## src/pkg/adc_cal_regs_map.svh

```systemverilog
// Register offsets, field positions, reset values and keys of the ADC control registers
`ifndef ADC_CAL_REGS_MAP_SVH
`define ADC_CAL_REGS_MAP_SVH
`define RPT_CTRL_ADDR 16'h21F0
`define CAL_LOCK_ADDR 16'h2230
`define OFS_HS_TIA_ADDR 16'h2234
`define GAIN_TEMP_ADDR 16'h2238
`define OFS_TEMP_ADDR 16'h223C
`define GAIN_AUX_G1_ADDR 16'h2240
`define OFS_AUX_G1_ADDR 16'h2244
`define GAIN_AUX_G1P5_ADDR 16'h2270
`define GAIN_AUX_G2_ADDR 16'h2274
`define GAIN_AUX_G4_ADDR 16'h2278
`define GAIN_HS_TIA_ADDR 16'h2284
`define OFS_LP_TIA_ADDR 16'h2288
`define GAIN_LP_TIA_ADDR 16'h228C
`define GAIN_AUX_G9_ADDR 16'h2298
`define OFS_AUX_G2_ADDR 16'h22C8
`define OFS_AUX_G1P5_ADDR 16'h22CC
`define OFS_AUX_G9_ADDR 16'h22D0
`define OFS_AUX_G4_ADDR 16'h22D4
`define BUF_CFG_ADDR 16'h238C
`define STATUS_ADDR 16'h2400
`define RPT_EN_BIT 0
`define RPT_COUNT_LSB 4
`define RPT_COUNT_MSB 11
`define RPT_CTRL_RESET 32'h0000_0160
`define RPT_COUNT_ALL_ONES 8'hFF
`define RPT_MAX_CONVERSIONS 9'h100
`define BUF_CFG_RESET 32'h005F_3D00
`define BUF_FIXED_LSB 9
`define AMP_DIS_LSB 4
`define AMP_DIS_MSB 8
`define CHOP_DIS_LSB 0
`define CHOP_DIS_MSB 3
`define CAL_UNLOCK_KEY 32'hDE87_A5AF
`define CAL_FIELD_MSB 14
`define GAIN_CAL_RESET 15'h4000
`define OFFSET_CAL_RESET 15'h0000
`define STAT_BUSY_BIT 0
`define STAT_UNLOCKED_BIT 1
`define STAT_DONE_LSB 8
`define STAT_DONE_MSB 16
`define AXI_RESP_OKAY 2'h0
`define AXI_RESP_SLVERR 2'h2
`endif

```

## src/pkg/adc_cal_regs_pkg.sv

```systemverilog
// Types shared by the ADC repeat, buffer and calibration register block
package adc_cal_regs_pkg;
   typedef enum logic [1:0] {
      LOW_POWER_TIA, HIGH_SPEED_TIA, AUX_INPUT, TEMPERATURE_SENSOR
   } meas_channel_t;
   typedef enum logic [2:0] {
      PGA_GAIN_1, PGA_GAIN_1P5, PGA_GAIN_2, PGA_GAIN_4, PGA_GAIN_9
   } pga_gain_t;
   typedef enum logic [1:0] {
      REPEAT_IDLE, REPEAT_REQUEST, REPEAT_WAIT
   } repeat_state_t;
endpackage
```

## src/hdl/adc_repeat_buffer_calibration_regs.sv

```systemverilog
// ADC repeat controller, buffer configuration and locked calibration registers on AXI4-Lite
//
// Local design decision: the AXI4-Lite interface to the registers.
`timescale 1ns/10ps
`include "adc_cal_regs_map.svh"

module adc_repeat_buffer_calibration_regs #(
   parameter int ADDR_WIDTH = 16,
   parameter int RESULT_WIDTH = 16
) (
   input wire logic core_clk_in,
   input wire logic reset_in,
   input wire logic [ADDR_WIDTH-1:0] s_axi_awaddr_in,
   input wire logic s_axi_awvalid_in,
   output logic s_axi_awready_out,
   input wire logic [31:0] s_axi_wdata_in,
   input wire logic [3:0] s_axi_wstrb_in,
   input wire logic s_axi_wvalid_in,
   output logic s_axi_wready_out,
   output logic [1:0] s_axi_bresp_out,
   output logic s_axi_bvalid_out,
   input wire logic s_axi_bready_in,
   input wire logic [ADDR_WIDTH-1:0] s_axi_araddr_in,
   input wire logic s_axi_arvalid_in,
   output logic s_axi_arready_out,
   output logic [31:0] s_axi_rdata_out,
   output logic [1:0] s_axi_rresp_out,
   output logic s_axi_rvalid_out,
   input wire logic s_axi_rready_in,
   input wire logic conv_start_in,
   output logic conv_request_out,
   input wire logic conv_valid_in,
   input wire logic [RESULT_WIDTH-1:0] conv_data_in,
   input wire adc_cal_regs_pkg::meas_channel_t conv_channel_in,
   input wire adc_cal_regs_pkg::pga_gain_t conv_pga_gain_in,
   output logic [RESULT_WIDTH-1:0] result_data_out,
   output logic result_valid_out,
   output logic repeat_busy_out,
   output logic repeat_done_out,
   output logic repeat_enable_out,
   output logic [7:0] repeat_count_out,
   output logic [4:0] amplifier_disable_field_out,
   output logic [3:0] chop_disable_field_out
);

   initial begin
      if (ADDR_WIDTH < 14 || ADDR_WIDTH > 32 || RESULT_WIDTH < 8 || RESULT_WIDTH > 24) begin
         $error("Unsupported address or result width");
      end
   end

   localparam int CAL_ENTRIES = 8;
   // Literals cannot be bit-selected directly, so the reset words are named first
   localparam logic [31:0] RPT_RESET_WORD = `RPT_CTRL_RESET;
   localparam logic [31:0] BUF_RESET_WORD = `BUF_CFG_RESET;

   // Address decode of the calibration words: {hit, is_gain, index}
   function automatic logic [4:0] cal_decode(input logic [15:0] a);
      begin
         case (a)
            `OFS_LP_TIA_ADDR: cal_decode = 5'h10;
            `GAIN_LP_TIA_ADDR: cal_decode = 5'h18;
            `OFS_HS_TIA_ADDR: cal_decode = 5'h11;
            `GAIN_HS_TIA_ADDR: cal_decode = 5'h19;
            `OFS_TEMP_ADDR: cal_decode = 5'h12;
            `GAIN_TEMP_ADDR: cal_decode = 5'h1A;
            `OFS_AUX_G1_ADDR: cal_decode = 5'h13;
            `GAIN_AUX_G1_ADDR: cal_decode = 5'h1B;
            `OFS_AUX_G1P5_ADDR: cal_decode = 5'h14;
            `GAIN_AUX_G1P5_ADDR: cal_decode = 5'h1C;
            `OFS_AUX_G2_ADDR: cal_decode = 5'h15;
            `GAIN_AUX_G2_ADDR: cal_decode = 5'h1D;
            `OFS_AUX_G4_ADDR: cal_decode = 5'h16;
            `GAIN_AUX_G4_ADDR: cal_decode = 5'h1E;
            `OFS_AUX_G9_ADDR: cal_decode = 5'h17;
            `GAIN_AUX_G9_ADDR: cal_decode = 5'h1F;
            default: cal_decode = 5'h00;
         endcase
      end
   endfunction

   function automatic logic [31:0] merge_bytes(input logic [31:0] old, input logic [31:0] data,
                                               input logic [3:0] strb);
      begin
         for (int b = 0; b < 4; b++) begin
            old[8*b +: 8] = strb[b] ? data[8*b +: 8] : old[8*b +: 8];
         end
         merge_bytes = old;
      end
   endfunction

   // Register state
   logic repeat_enable;
   logic [7:0] repeat_count;
   logic [4:0] amp_disable;
   logic [3:0] chop_disable;
   logic [31:0] lock_value;
   logic [14:0] gain_cal [CAL_ENTRIES];
   logic [14:0] offset_cal [CAL_ENTRIES];
   logic unlocked;

   // AXI write channel holding registers
   logic aw_held;
   logic w_held;
   logic [15:0] wr_addr;
   logic [31:0] wr_data;
   logic [3:0] wr_strb;
   logic wr_fire;
   logic [4:0] wr_cal;
   logic wr_mapped;
   logic [31:0] rpt_word;
   logic [31:0] buf_word;
   logic [31:0] next_rpt;
   logic [31:0] next_buf;
   logic [31:0] next_lock;
   logic [31:0] next_cal;

   // AXI read channel
   logic [15:0] rd_addr;
   logic [4:0] rd_cal;
   logic [31:0] rd_value;
   logic rd_mapped;
   logic [31:0] status_word;

   // Repeat sequencer
   adc_cal_regs_pkg::repeat_state_t repeat_state;
   logic [8:0] run_target;
   logic [8:0] run_done_count;

   // Correction path
   logic [2:0] sel_index;
   logic signed [20:0] offset_sum;
   logic signed [37:0] scaled;
   logic signed [37:0] shifted;

   assign unlocked = (lock_value == `CAL_UNLOCK_KEY);
   assign s_axi_awready_out = !aw_held && !s_axi_bvalid_out;
   assign s_axi_wready_out = !w_held && !s_axi_bvalid_out;
   assign s_axi_arready_out = !s_axi_rvalid_out;
   assign wr_fire = aw_held && w_held && !s_axi_bvalid_out;
   assign wr_cal = cal_decode(wr_addr);
   assign rpt_word = {20'h0_0000, repeat_count, 3'h0, repeat_enable};
   // upper bits fixed at the reset pattern
   assign buf_word = {23'(BUF_RESET_WORD >> `BUF_FIXED_LSB), amp_disable, chop_disable};
   assign next_rpt = merge_bytes(rpt_word, wr_data, wr_strb);
   assign next_buf = merge_bytes(buf_word, wr_data, wr_strb);
   assign next_lock = merge_bytes(lock_value, wr_data, wr_strb);
   assign next_cal = merge_bytes(32'h0000_0000, wr_data, wr_strb);
   assign wr_mapped = wr_cal[4] || wr_addr == `RPT_CTRL_ADDR || wr_addr == `BUF_CFG_ADDR
      || wr_addr == `CAL_LOCK_ADDR || wr_addr == `STATUS_ADDR;

   assign repeat_enable_out = repeat_enable;
   assign repeat_count_out = repeat_count;
   assign amplifier_disable_field_out = amp_disable;
   assign chop_disable_field_out = chop_disable;

   // Address and data may arrive in either order; each is parked until the other shows up
   always_ff @(posedge core_clk_in) begin
      if (reset_in) begin
         aw_held <= 1'b0;
         wr_addr <= 16'h0000;
      end else if (s_axi_awvalid_in && s_axi_awready_out) begin
         aw_held <= 1'b1;
         wr_addr <= 16'({s_axi_awaddr_in[ADDR_WIDTH-1:2], 2'b00});
      end else if (wr_fire) begin
         aw_held <= 1'b0;
      end
   end

   always_ff @(posedge core_clk_in) begin
      if (reset_in) begin
         w_held <= 1'b0;
         wr_data <= 32'h0000_0000;
         wr_strb <= 4'h0;
      end else if (s_axi_wvalid_in && s_axi_wready_out) begin
         w_held <= 1'b1;
         wr_data <= s_axi_wdata_in;
         wr_strb <= s_axi_wstrb_in;
      end else if (wr_fire) begin
         w_held <= 1'b0;
      end
   end

   always_ff @(posedge core_clk_in) begin
      if (reset_in) begin
         s_axi_bvalid_out <= 1'b0;
         s_axi_bresp_out <= `AXI_RESP_OKAY;
      end else if (wr_fire) begin
         s_axi_bvalid_out <= 1'b1;
         s_axi_bresp_out <= wr_mapped ? `AXI_RESP_OKAY : `AXI_RESP_SLVERR;
      end else if (s_axi_bready_in) begin
         s_axi_bvalid_out <= 1'b0;
      end
   end

   always_ff @(posedge core_clk_in) begin
      if (reset_in) begin
         repeat_enable <= RPT_RESET_WORD[`RPT_EN_BIT];
         repeat_count <= RPT_RESET_WORD[`RPT_COUNT_MSB:`RPT_COUNT_LSB];
      end else if (wr_fire && wr_addr == `RPT_CTRL_ADDR) begin
         repeat_enable <= next_rpt[`RPT_EN_BIT];
         repeat_count <= next_rpt[`RPT_COUNT_MSB:`RPT_COUNT_LSB];
      end
   end

   always_ff @(posedge core_clk_in) begin
      if (reset_in) begin
         amp_disable <= BUF_RESET_WORD[`AMP_DIS_MSB:`AMP_DIS_LSB];
         chop_disable <= BUF_RESET_WORD[`CHOP_DIS_MSB:`CHOP_DIS_LSB];
      end else if (wr_fire && wr_addr == `BUF_CFG_ADDR) begin
         amp_disable <= next_buf[`AMP_DIS_MSB:`AMP_DIS_LSB];
         chop_disable <= next_buf[`CHOP_DIS_MSB:`CHOP_DIS_LSB];
      end
   end

   always_ff @(posedge core_clk_in) begin
      if (reset_in) begin
         lock_value <= 32'h0000_0000;
      end else if (wr_fire && wr_addr == `CAL_LOCK_ADDR) begin
         lock_value <= next_lock;
      end
   end

   // one offset and gain word per entry
   generate
      for (genvar i = 0; i < CAL_ENTRIES; i++) begin : g_cal
         always_ff @(posedge core_clk_in) begin
            if (reset_in) begin
               gain_cal[i] <= `GAIN_CAL_RESET;
               offset_cal[i] <= `OFFSET_CAL_RESET;
            end else if (wr_fire && unlocked && wr_cal[4] && wr_cal[2:0] == 3'(i)) begin
               if (wr_cal[3]) begin
                  gain_cal[i] <= next_cal[`CAL_FIELD_MSB:0];
               end else begin
                  offset_cal[i] <= next_cal[`CAL_FIELD_MSB:0];
               end
            end
         end
      end
   endgenerate

   // Read side: one outstanding read, data registered
   assign rd_addr = 16'({s_axi_araddr_in[ADDR_WIDTH-1:2], 2'b00});
   assign rd_cal = cal_decode(rd_addr);
   assign status_word = {15'h0000, run_done_count, 6'h00, unlocked, repeat_busy_out};

   always_comb begin
      rd_value = 32'h0000_0000;
      rd_mapped = 1'b1;
      if (rd_cal[4]) begin
         rd_value = {17'h0_0000, rd_cal[3] ? gain_cal[rd_cal[2:0]] : offset_cal[rd_cal[2:0]]};
      end else begin
         case (rd_addr)
            `RPT_CTRL_ADDR: rd_value = rpt_word;
            `BUF_CFG_ADDR: rd_value = buf_word;
            `CAL_LOCK_ADDR: rd_value = lock_value;
            `STATUS_ADDR: rd_value = status_word;
            default: rd_mapped = 1'b0;
         endcase
      end
   end

   always_ff @(posedge core_clk_in) begin
      if (reset_in) begin
         s_axi_rvalid_out <= 1'b0;
         s_axi_rdata_out <= 32'h0000_0000;
         s_axi_rresp_out <= `AXI_RESP_OKAY;
      end else if (s_axi_arvalid_in && s_axi_arready_out) begin
         s_axi_rvalid_out <= 1'b1;
         s_axi_rdata_out <= rd_value;
         s_axi_rresp_out <= rd_mapped ? `AXI_RESP_OKAY : `AXI_RESP_SLVERR;
      end else if (s_axi_rready_in) begin
         s_axi_rvalid_out <= 1'b0;
      end
   end

   // Repeat sequencer; a zero count is left to software to avoid and runs a single conversion
   always_ff @(posedge core_clk_in) begin
      if (reset_in) begin
         repeat_state <= adc_cal_regs_pkg::REPEAT_IDLE;
         run_target <= 9'h001;
         run_done_count <= 9'h000;
         conv_request_out <= 1'b0;
         repeat_done_out <= 1'b0;
      end else begin
         conv_request_out <= 1'b0;
         repeat_done_out <= 1'b0;
         case (repeat_state)
            adc_cal_regs_pkg::REPEAT_IDLE: begin
               if (conv_start_in) begin
                  if (!repeat_enable || repeat_count == 8'h00) begin
                     run_target <= 9'h001;
                  end else if (repeat_count == `RPT_COUNT_ALL_ONES) begin
                     run_target <= `RPT_MAX_CONVERSIONS;
                  end else begin
                     run_target <= {1'b0, repeat_count};
                  end
                  run_done_count <= 9'h000;
                  repeat_state <= adc_cal_regs_pkg::REPEAT_REQUEST;
               end
            end
            adc_cal_regs_pkg::REPEAT_REQUEST: begin
               conv_request_out <= 1'b1;
               repeat_state <= adc_cal_regs_pkg::REPEAT_WAIT;
            end
            adc_cal_regs_pkg::REPEAT_WAIT: begin
               if (conv_valid_in) begin
                  run_done_count <= run_done_count + 9'h001;
                  if (run_done_count + 9'h001 >= run_target) begin
                     repeat_done_out <= 1'b1;
                     repeat_state <= adc_cal_regs_pkg::REPEAT_IDLE;
                  end else begin
                     repeat_state <= adc_cal_regs_pkg::REPEAT_REQUEST;
                  end
               end
            end
            default: repeat_state <= adc_cal_regs_pkg::REPEAT_IDLE;
         endcase
      end
   end

   assign repeat_busy_out = (repeat_state != adc_cal_regs_pkg::REPEAT_IDLE);

   // pick the pair of the current channel and PGA gain
   always_comb begin
      case (conv_channel_in)
         adc_cal_regs_pkg::LOW_POWER_TIA: sel_index = 3'h0;
         adc_cal_regs_pkg::HIGH_SPEED_TIA: sel_index = 3'h1;
         adc_cal_regs_pkg::TEMPERATURE_SENSOR: sel_index = 3'h2;
         default: sel_index = 3'h3 + 3'(conv_pga_gain_in);
      endcase
   end

   // offset in quarter LSBs, added before scaling
   assign offset_sum = $signed({3'b000, conv_data_in, 2'b00})
      + 21'(signed'(offset_cal[sel_index]));
   // gain 0x4000 is unity; the extra shift of two drops the quarter-LSB fraction
   assign scaled = 38'(offset_sum * $signed({1'b0, gain_cal[sel_index]}));
   assign shifted = scaled >>> 16;

   // Result clamps to the code range rather than wrapping
   always_ff @(posedge core_clk_in) begin
      if (reset_in) begin
         result_valid_out <= 1'b0;
         result_data_out <= '0;
      end else begin
         result_valid_out <= conv_valid_in;
         if (conv_valid_in) begin
            if (shifted < 0) begin
               result_data_out <= '0;
            end else if (shifted > $signed({22'h0, {RESULT_WIDTH{1'b1}}})) begin
               result_data_out <= '1;
            end else begin
               result_data_out <= shifted[RESULT_WIDTH-1:0];
            end
         end
      end
   end

   // Helper state for checks only
   logic [14:0] cal_signature;
   logic [8:0] req_seen;
   always_comb begin
      cal_signature = 15'h0000;
      for (int k = 0; k < CAL_ENTRIES; k++) begin
         cal_signature = cal_signature ^ gain_cal[k] ^ {offset_cal[k][13:0], offset_cal[k][14]};
      end
   end
   always_ff @(posedge core_clk_in) begin
      if (reset_in || (conv_start_in && !repeat_busy_out)) begin
         req_seen <= 9'h000;
      end else if (conv_request_out) begin
         req_seen <= req_seen + 9'h001;
      end
   end

   chk_repeat_reset: assert property (@(posedge core_clk_in)
      $fell(reset_in) |-> repeat_count == 8'h16 && !repeat_enable)
      else $error("Repeat control reset value wrong");
   chk_buffer_reset: assert property (@(posedge core_clk_in)
      $fell(reset_in) |-> buf_word == 32'h005F_3D00 && amplifier_disable_field_out == 5'h10)
      else $error("Buffer configuration reset value wrong");
   chk_repeat_total: assert property (@(posedge core_clk_in) disable iff (reset_in)
      repeat_done_out |-> req_seen == run_target)
      else $error("Number of conversions differs from target");
   chk_single_conversion: assert property (@(posedge core_clk_in) disable iff (reset_in)
      (conv_start_in && !repeat_busy_out && !repeat_enable) |=> run_target == 9'h001)
      else $error("Disabled repeat ran more than one conversion");
   chk_amp_write: assert property (@(posedge core_clk_in) disable iff (reset_in)
      (wr_fire && wr_addr == `BUF_CFG_ADDR && wr_strb == 4'hF)
      |=> amplifier_disable_field_out == $past(wr_data[8:4])
         && chop_disable_field_out == $past(wr_data[3:0]))
      else $error("Buffer configuration write not applied");
   chk_key_unlocks: assert property (@(posedge core_clk_in) disable iff (reset_in)
      (wr_fire && wr_addr == `CAL_LOCK_ADDR && wr_strb == 4'hF && wr_data == 32'hDE87_A5AF)
      |=> unlocked)
      else $error("Key write did not unlock");
   chk_other_relocks: assert property (@(posedge core_clk_in) disable iff (reset_in)
      (wr_fire && wr_addr == `CAL_LOCK_ADDR && wr_strb == 4'hF && wr_data != 32'hDE87_A5AF)
      |=> !unlocked)
      else $error("Non-key write left calibration unlocked");
   chk_locked_hold: assert property (@(posedge core_clk_in) disable iff (reset_in)
      (wr_fire && wr_cal[4] && !unlocked) |=> $stable(cal_signature))
      else $error("Calibration changed while locked");
   chk_gain_zero: assert property (@(posedge core_clk_in) disable iff (reset_in)
      (conv_valid_in && gain_cal[sel_index] == 15'h0000)
      |=> result_valid_out && result_data_out == '0)
      else $error("Zero gain did not zero the result");
   chk_unity_pass: assert property (@(posedge core_clk_in) disable iff (reset_in)
      (conv_valid_in && gain_cal[sel_index] == 15'h4000 && offset_cal[sel_index] == 15'h0004
         && conv_data_in != '1) |=> result_data_out == $past(conv_data_in) + 1'b1)
      else $error("Offset of one LSB at unity gain not applied");

endmodule

```

## config.mk

```make
export PLATFORM = sky130hd
export DESIGN_NAME = adc_repeat_buffer_calibration_regs
export DESIGN_NICKNAME = d
export VERILOG_FILES = /design/src/pkg/adc_cal_regs_pkg.sv /design/src/hdl/adc_repeat_buffer_calibration_regs.sv
export VERILOG_INCLUDE_DIRS = /design/src /design/src/pkg
export SDC_FILE = /design/constraint.sdc
export NUM_CORES = 2
export LEC_CHECK = 0
export BUFFER_PORTS_ARGS = -buffer_cell sky130_fd_sc_hd__buf_2
export CAP_MARGIN = 20
export CORE_ASPECT_RATIO = 0.6
export CORE_MARGIN = 10
export CORE_UTILIZATION = 35
export DETAILED_ROUTE_END_ITERATION = 12
export HOLD_SLACK_MARGIN = 0.06
export PLACE_DENSITY_LB_ADDON = 0.2
export SYNTH_ARGS = -nofsm -noshare
export SYNTH_HDL_FRONTEND = slang
export SYNTH_SLANG_ARGS = --single-unit
```

## constraint.sdc

```tcl
create_clock -name core_clk_in -period 27 [get_ports core_clk_in]
set_clock_uncertainty 0.1 [all_clocks]
set_input_delay 4.05 -clock core_clk_in [delete_from_list [all_inputs] [get_ports core_clk_in]]
set_output_delay 4.05 -clock core_clk_in [all_outputs]
set_load 0.005 [all_outputs]
```

==> flow_metrics.tcl <==
set metrics [dict create \
    status "finished clean" \
    port_buffers 170 \
    cp.depth 39 \
    async_reset_ff_frac 0 \
    cts_hold_buffers 0 \
    synth_seq_cells 417 \
    relSlewSlack 0.255 \
    cp.arrival_ns 16.83 \
    vias_per_cell 5.27 \
    clk_latency_ns 0.61 \
    crit_fanout 44 \
    worst_path_largest_cell_delay_ns 0.83 \
    clockPowerShare 0.128 \
    top_layer "met5" \
    min_from "s_axi_rdata_out[30]$_SDFFE_PP0P_" \
    cp_num_buf_inv 6 \
    grt_pass1_vias 24700 \
    syn_to_final_growth_pct 11.5 \
    fill_cells 9265 \
    synth_edf_count 240 \
    r2r_cells 34 \
    finalMaxSlewViolations 0 \
    dieWidth_um 413 \
    wl_met3_um 8890 \
    wl_um 104000 \
    wl_per_cell_um 21.8 \
    drtIter0Drc 2411 \
    synth_ff_type "edfxtp_1" \
    p_comb_frac 0.732 \
    yosysSeqAreaShare 0.331 \
    power_frac_seq 0.139 \
    p_switching_w 0.00255 \
    yosys-top-cells-area "edfxtp_1 22%, fa_1 18%, dfxtp_1 11%, nand2_1 5.9%, nor2_1 5.4%" \
    clockBufferDepth 3 \
    post-dp-hpwl_um 80400 \
    antenna_found_initial 2 \
    synth_cell_types 100 \
    antenna_cells 0 \
    switching_share 0.484 \
    grt_pass1_wl_um 157000 \
    nets 3998 \
    powerDensity_nw_per_um2 146 \
    setup_violations 0 \
    grt_usage 0.193 \
    ir_drop_v 0.000237 \
    synth.top_cell.area_share 0.222 \
    cts_tree "built" \
    rows 86 \
    coreArea_um2 91900 \
    synth_common_cells "510 x nand2_1, 463 x nor2_1, 394 x inv_1" \
    critical-path-top-delay-family "compound AO/OA/AOI/OAI gates" \
    crit_type "in -> reg" \
    place_congestion 0.842 \
    critPathCaptureType "register" \
    drt_pass1_iterations 5 \
    whs_path_depth 2 \
    drive_above_1_share 0.138 \
    postRouteAntennaNets 0 \
    clk_pin_slew_ns 0.06 \
    hold_violations 0 \
    met1_length_um 51500 \
    yosysMostFrequentCell "nand2_1" \
    yosys.area.top_type "edfxtp_1" \
    h-tree-depth 2 \
    timing.rr.start "offset_cal[0][3]$_SDFFCE_PN0P_" \
    cts_setup_buffers 0 \
    period_needed_ns 16.40 \
    wl_met2_um 41300 \
    startpoint_type "input pin" \
    grt_setup_unrepaired "no" \
    pin_count 177 \
    start_util 0.353 \
    cts_buffers 45 \
    syn_area_per_cell_um2 9.57 \
    yosysWarnings 0 \
    fmax_ghz 0.0610 \
    dieArea_um2 106000 \
    required_ns 27.43 \
    grt-ovfl-total 0 \
    finalCritPeriodShare 0.607 \
    clockRootBuffer "clkbuf_16" \
    cts_resized 0 \
    die_y_um 256 \
    p_total_w 0.00527 \
    drc 0 \
    cp-startpoint "conv_pga_gain_in[0]" \
    worstMarginPinSlew_ns 1.11 \
    synthCells 3390 \
    via_count 25100 \
    p_leak_nw 15.0 \
    min_path_type "reg -> reg" \
    grt_max_degree 74 \
    synth_area_um2 32400 \
    slowest_stage "a311oi_4" \
    maxCapViolCount 0 \
    tns_ns 0 \
    p_int_w 0.00272 \
    cts_sinks 417 \
]
[placed cells by master, fill, tap and decap left out, drive strengths merged, types with 7 or more instances in the layout]
master and count:
inv 398, a21oi 159, nand2 510, nand3b 7, mux4 53, xnor2 44, fa 289, dfxtp 177
a22oi 18, xor2 29, o211ai 31, nor2 475, or3 20, and3 15, mux2 57, o22ai 7
ha 120, and2 35, nand4 15, edfxtp 240, nor2b 21, o21ai 79, clkinv 12, a221o 24
a221oi 11, nand3 35, mux2i 90, buf 238, a211oi 37, nor4 7, nand2b 28, a41oi 14
clkbuf 62, a21o 32, nor3 29
[tightest hold or removal path, stage by stage, from the launching register on]
cell	delay (ns)
dfxtp_1	0.31
nand2_1	0.05
a21oi_1	0.05
[power by group through the flow]
stage	sequential (W)	clock [W]	combinational, W
2_1_floorplan	0.000743	0	0.00298
3_3_place_gp	0.000747	0	0.00383
3_5_place_dp	0.000747	0	0.00385
4_1_cts	0.000734	0.000689	0.00386
5_1_grt	0.000737	0.000713	0.00442
6_report	0.000734	0.000676	0.00385
[cells by family (layout without fill, tap and decap cells)]
kind of cell / count (synthesis) / after routing / synth area share
simple gates: 1231 / 1231 / 0.167
buf+inv: 579 / 715 / 0.0723
compound gates: 477 / 477 / 0.0998
flops: 417 / 417 / 0.331
fa+ha+maj: 412 / 412 / 0.226
mux: 200 / 200 / 0.0844
xor+xnor: 73 / 73 / 0.0197
other cells: 1 / 2 / 0.000116
[layout make-up]
cell class / count / area (um^2) / share of cell area
Multi-Input combinational cell: 2395 / 19400 / 0.537
Sequential cell: 417 / 10800 / 0.297
Tap cell: 1232 / 1540 / 0.0426
Inverter: 394 / 1480 / 0.0409
Timing Repair Buffer: 238 / 1370 / 0.0379
Clock buffer: 62 / 1370 / 0.0378
Clock inverter: 21 / 250 / 0.00692
[stage by stage]
| step | instances | hold WS [ns] | util | worst slack [ns] | area, um^2 |
|---|---|---|---|---|---|
| CTS | 4757 | 0.352 | 0.393 | 10.68 | 36100 |
| global placement | 4674 | 0.340 | 0.376 | 10.14 | 34500 |
| finish | 4759 | 0.350 | 0.393 | 10.60 | 36200 |
| detailed placement | 4674 | 0.343 | 0.376 | 10.06 | 34500 |
| floorplan | 3391 | 0.332 | - | 11.95 | 32400 |
| global route | 4759 | 0.370 | 0.393 | 9.80 | 36200 |
[layer usage]
metal  vias up  track usage
met2       851        0.263
met4         2       0.0380
met1     12600        0.304
met3        97       0.0418
met5         -            0
li1      11500            -
[worst paths after layout]
check	slack, ns	to
hold reg to reg	0.35	s_axi_rdata_out[30]$_SDFFE_PP0P_
setup / recovery	10.60	result_data_out[4]$_SDFFE_PP0P_
setup reg to reg	15.78	result_data_out[4]$_SDFFE_PP0P_
hold / removal	0.35	s_axi_rdata_out[30]$_SDFFE_PP0P_
[state kept, by name, indices dropped and copies added, names as in the netlist, 9 cells and up]
name             cells
wr_addr             14
wr_data             32
gain_cal           120
result_data_out     16
offset_cal         120
run_target           9
lock_value          32
s_axi_rdata_out     32
run_done_count       9
(Power assumes the default switching activity.)
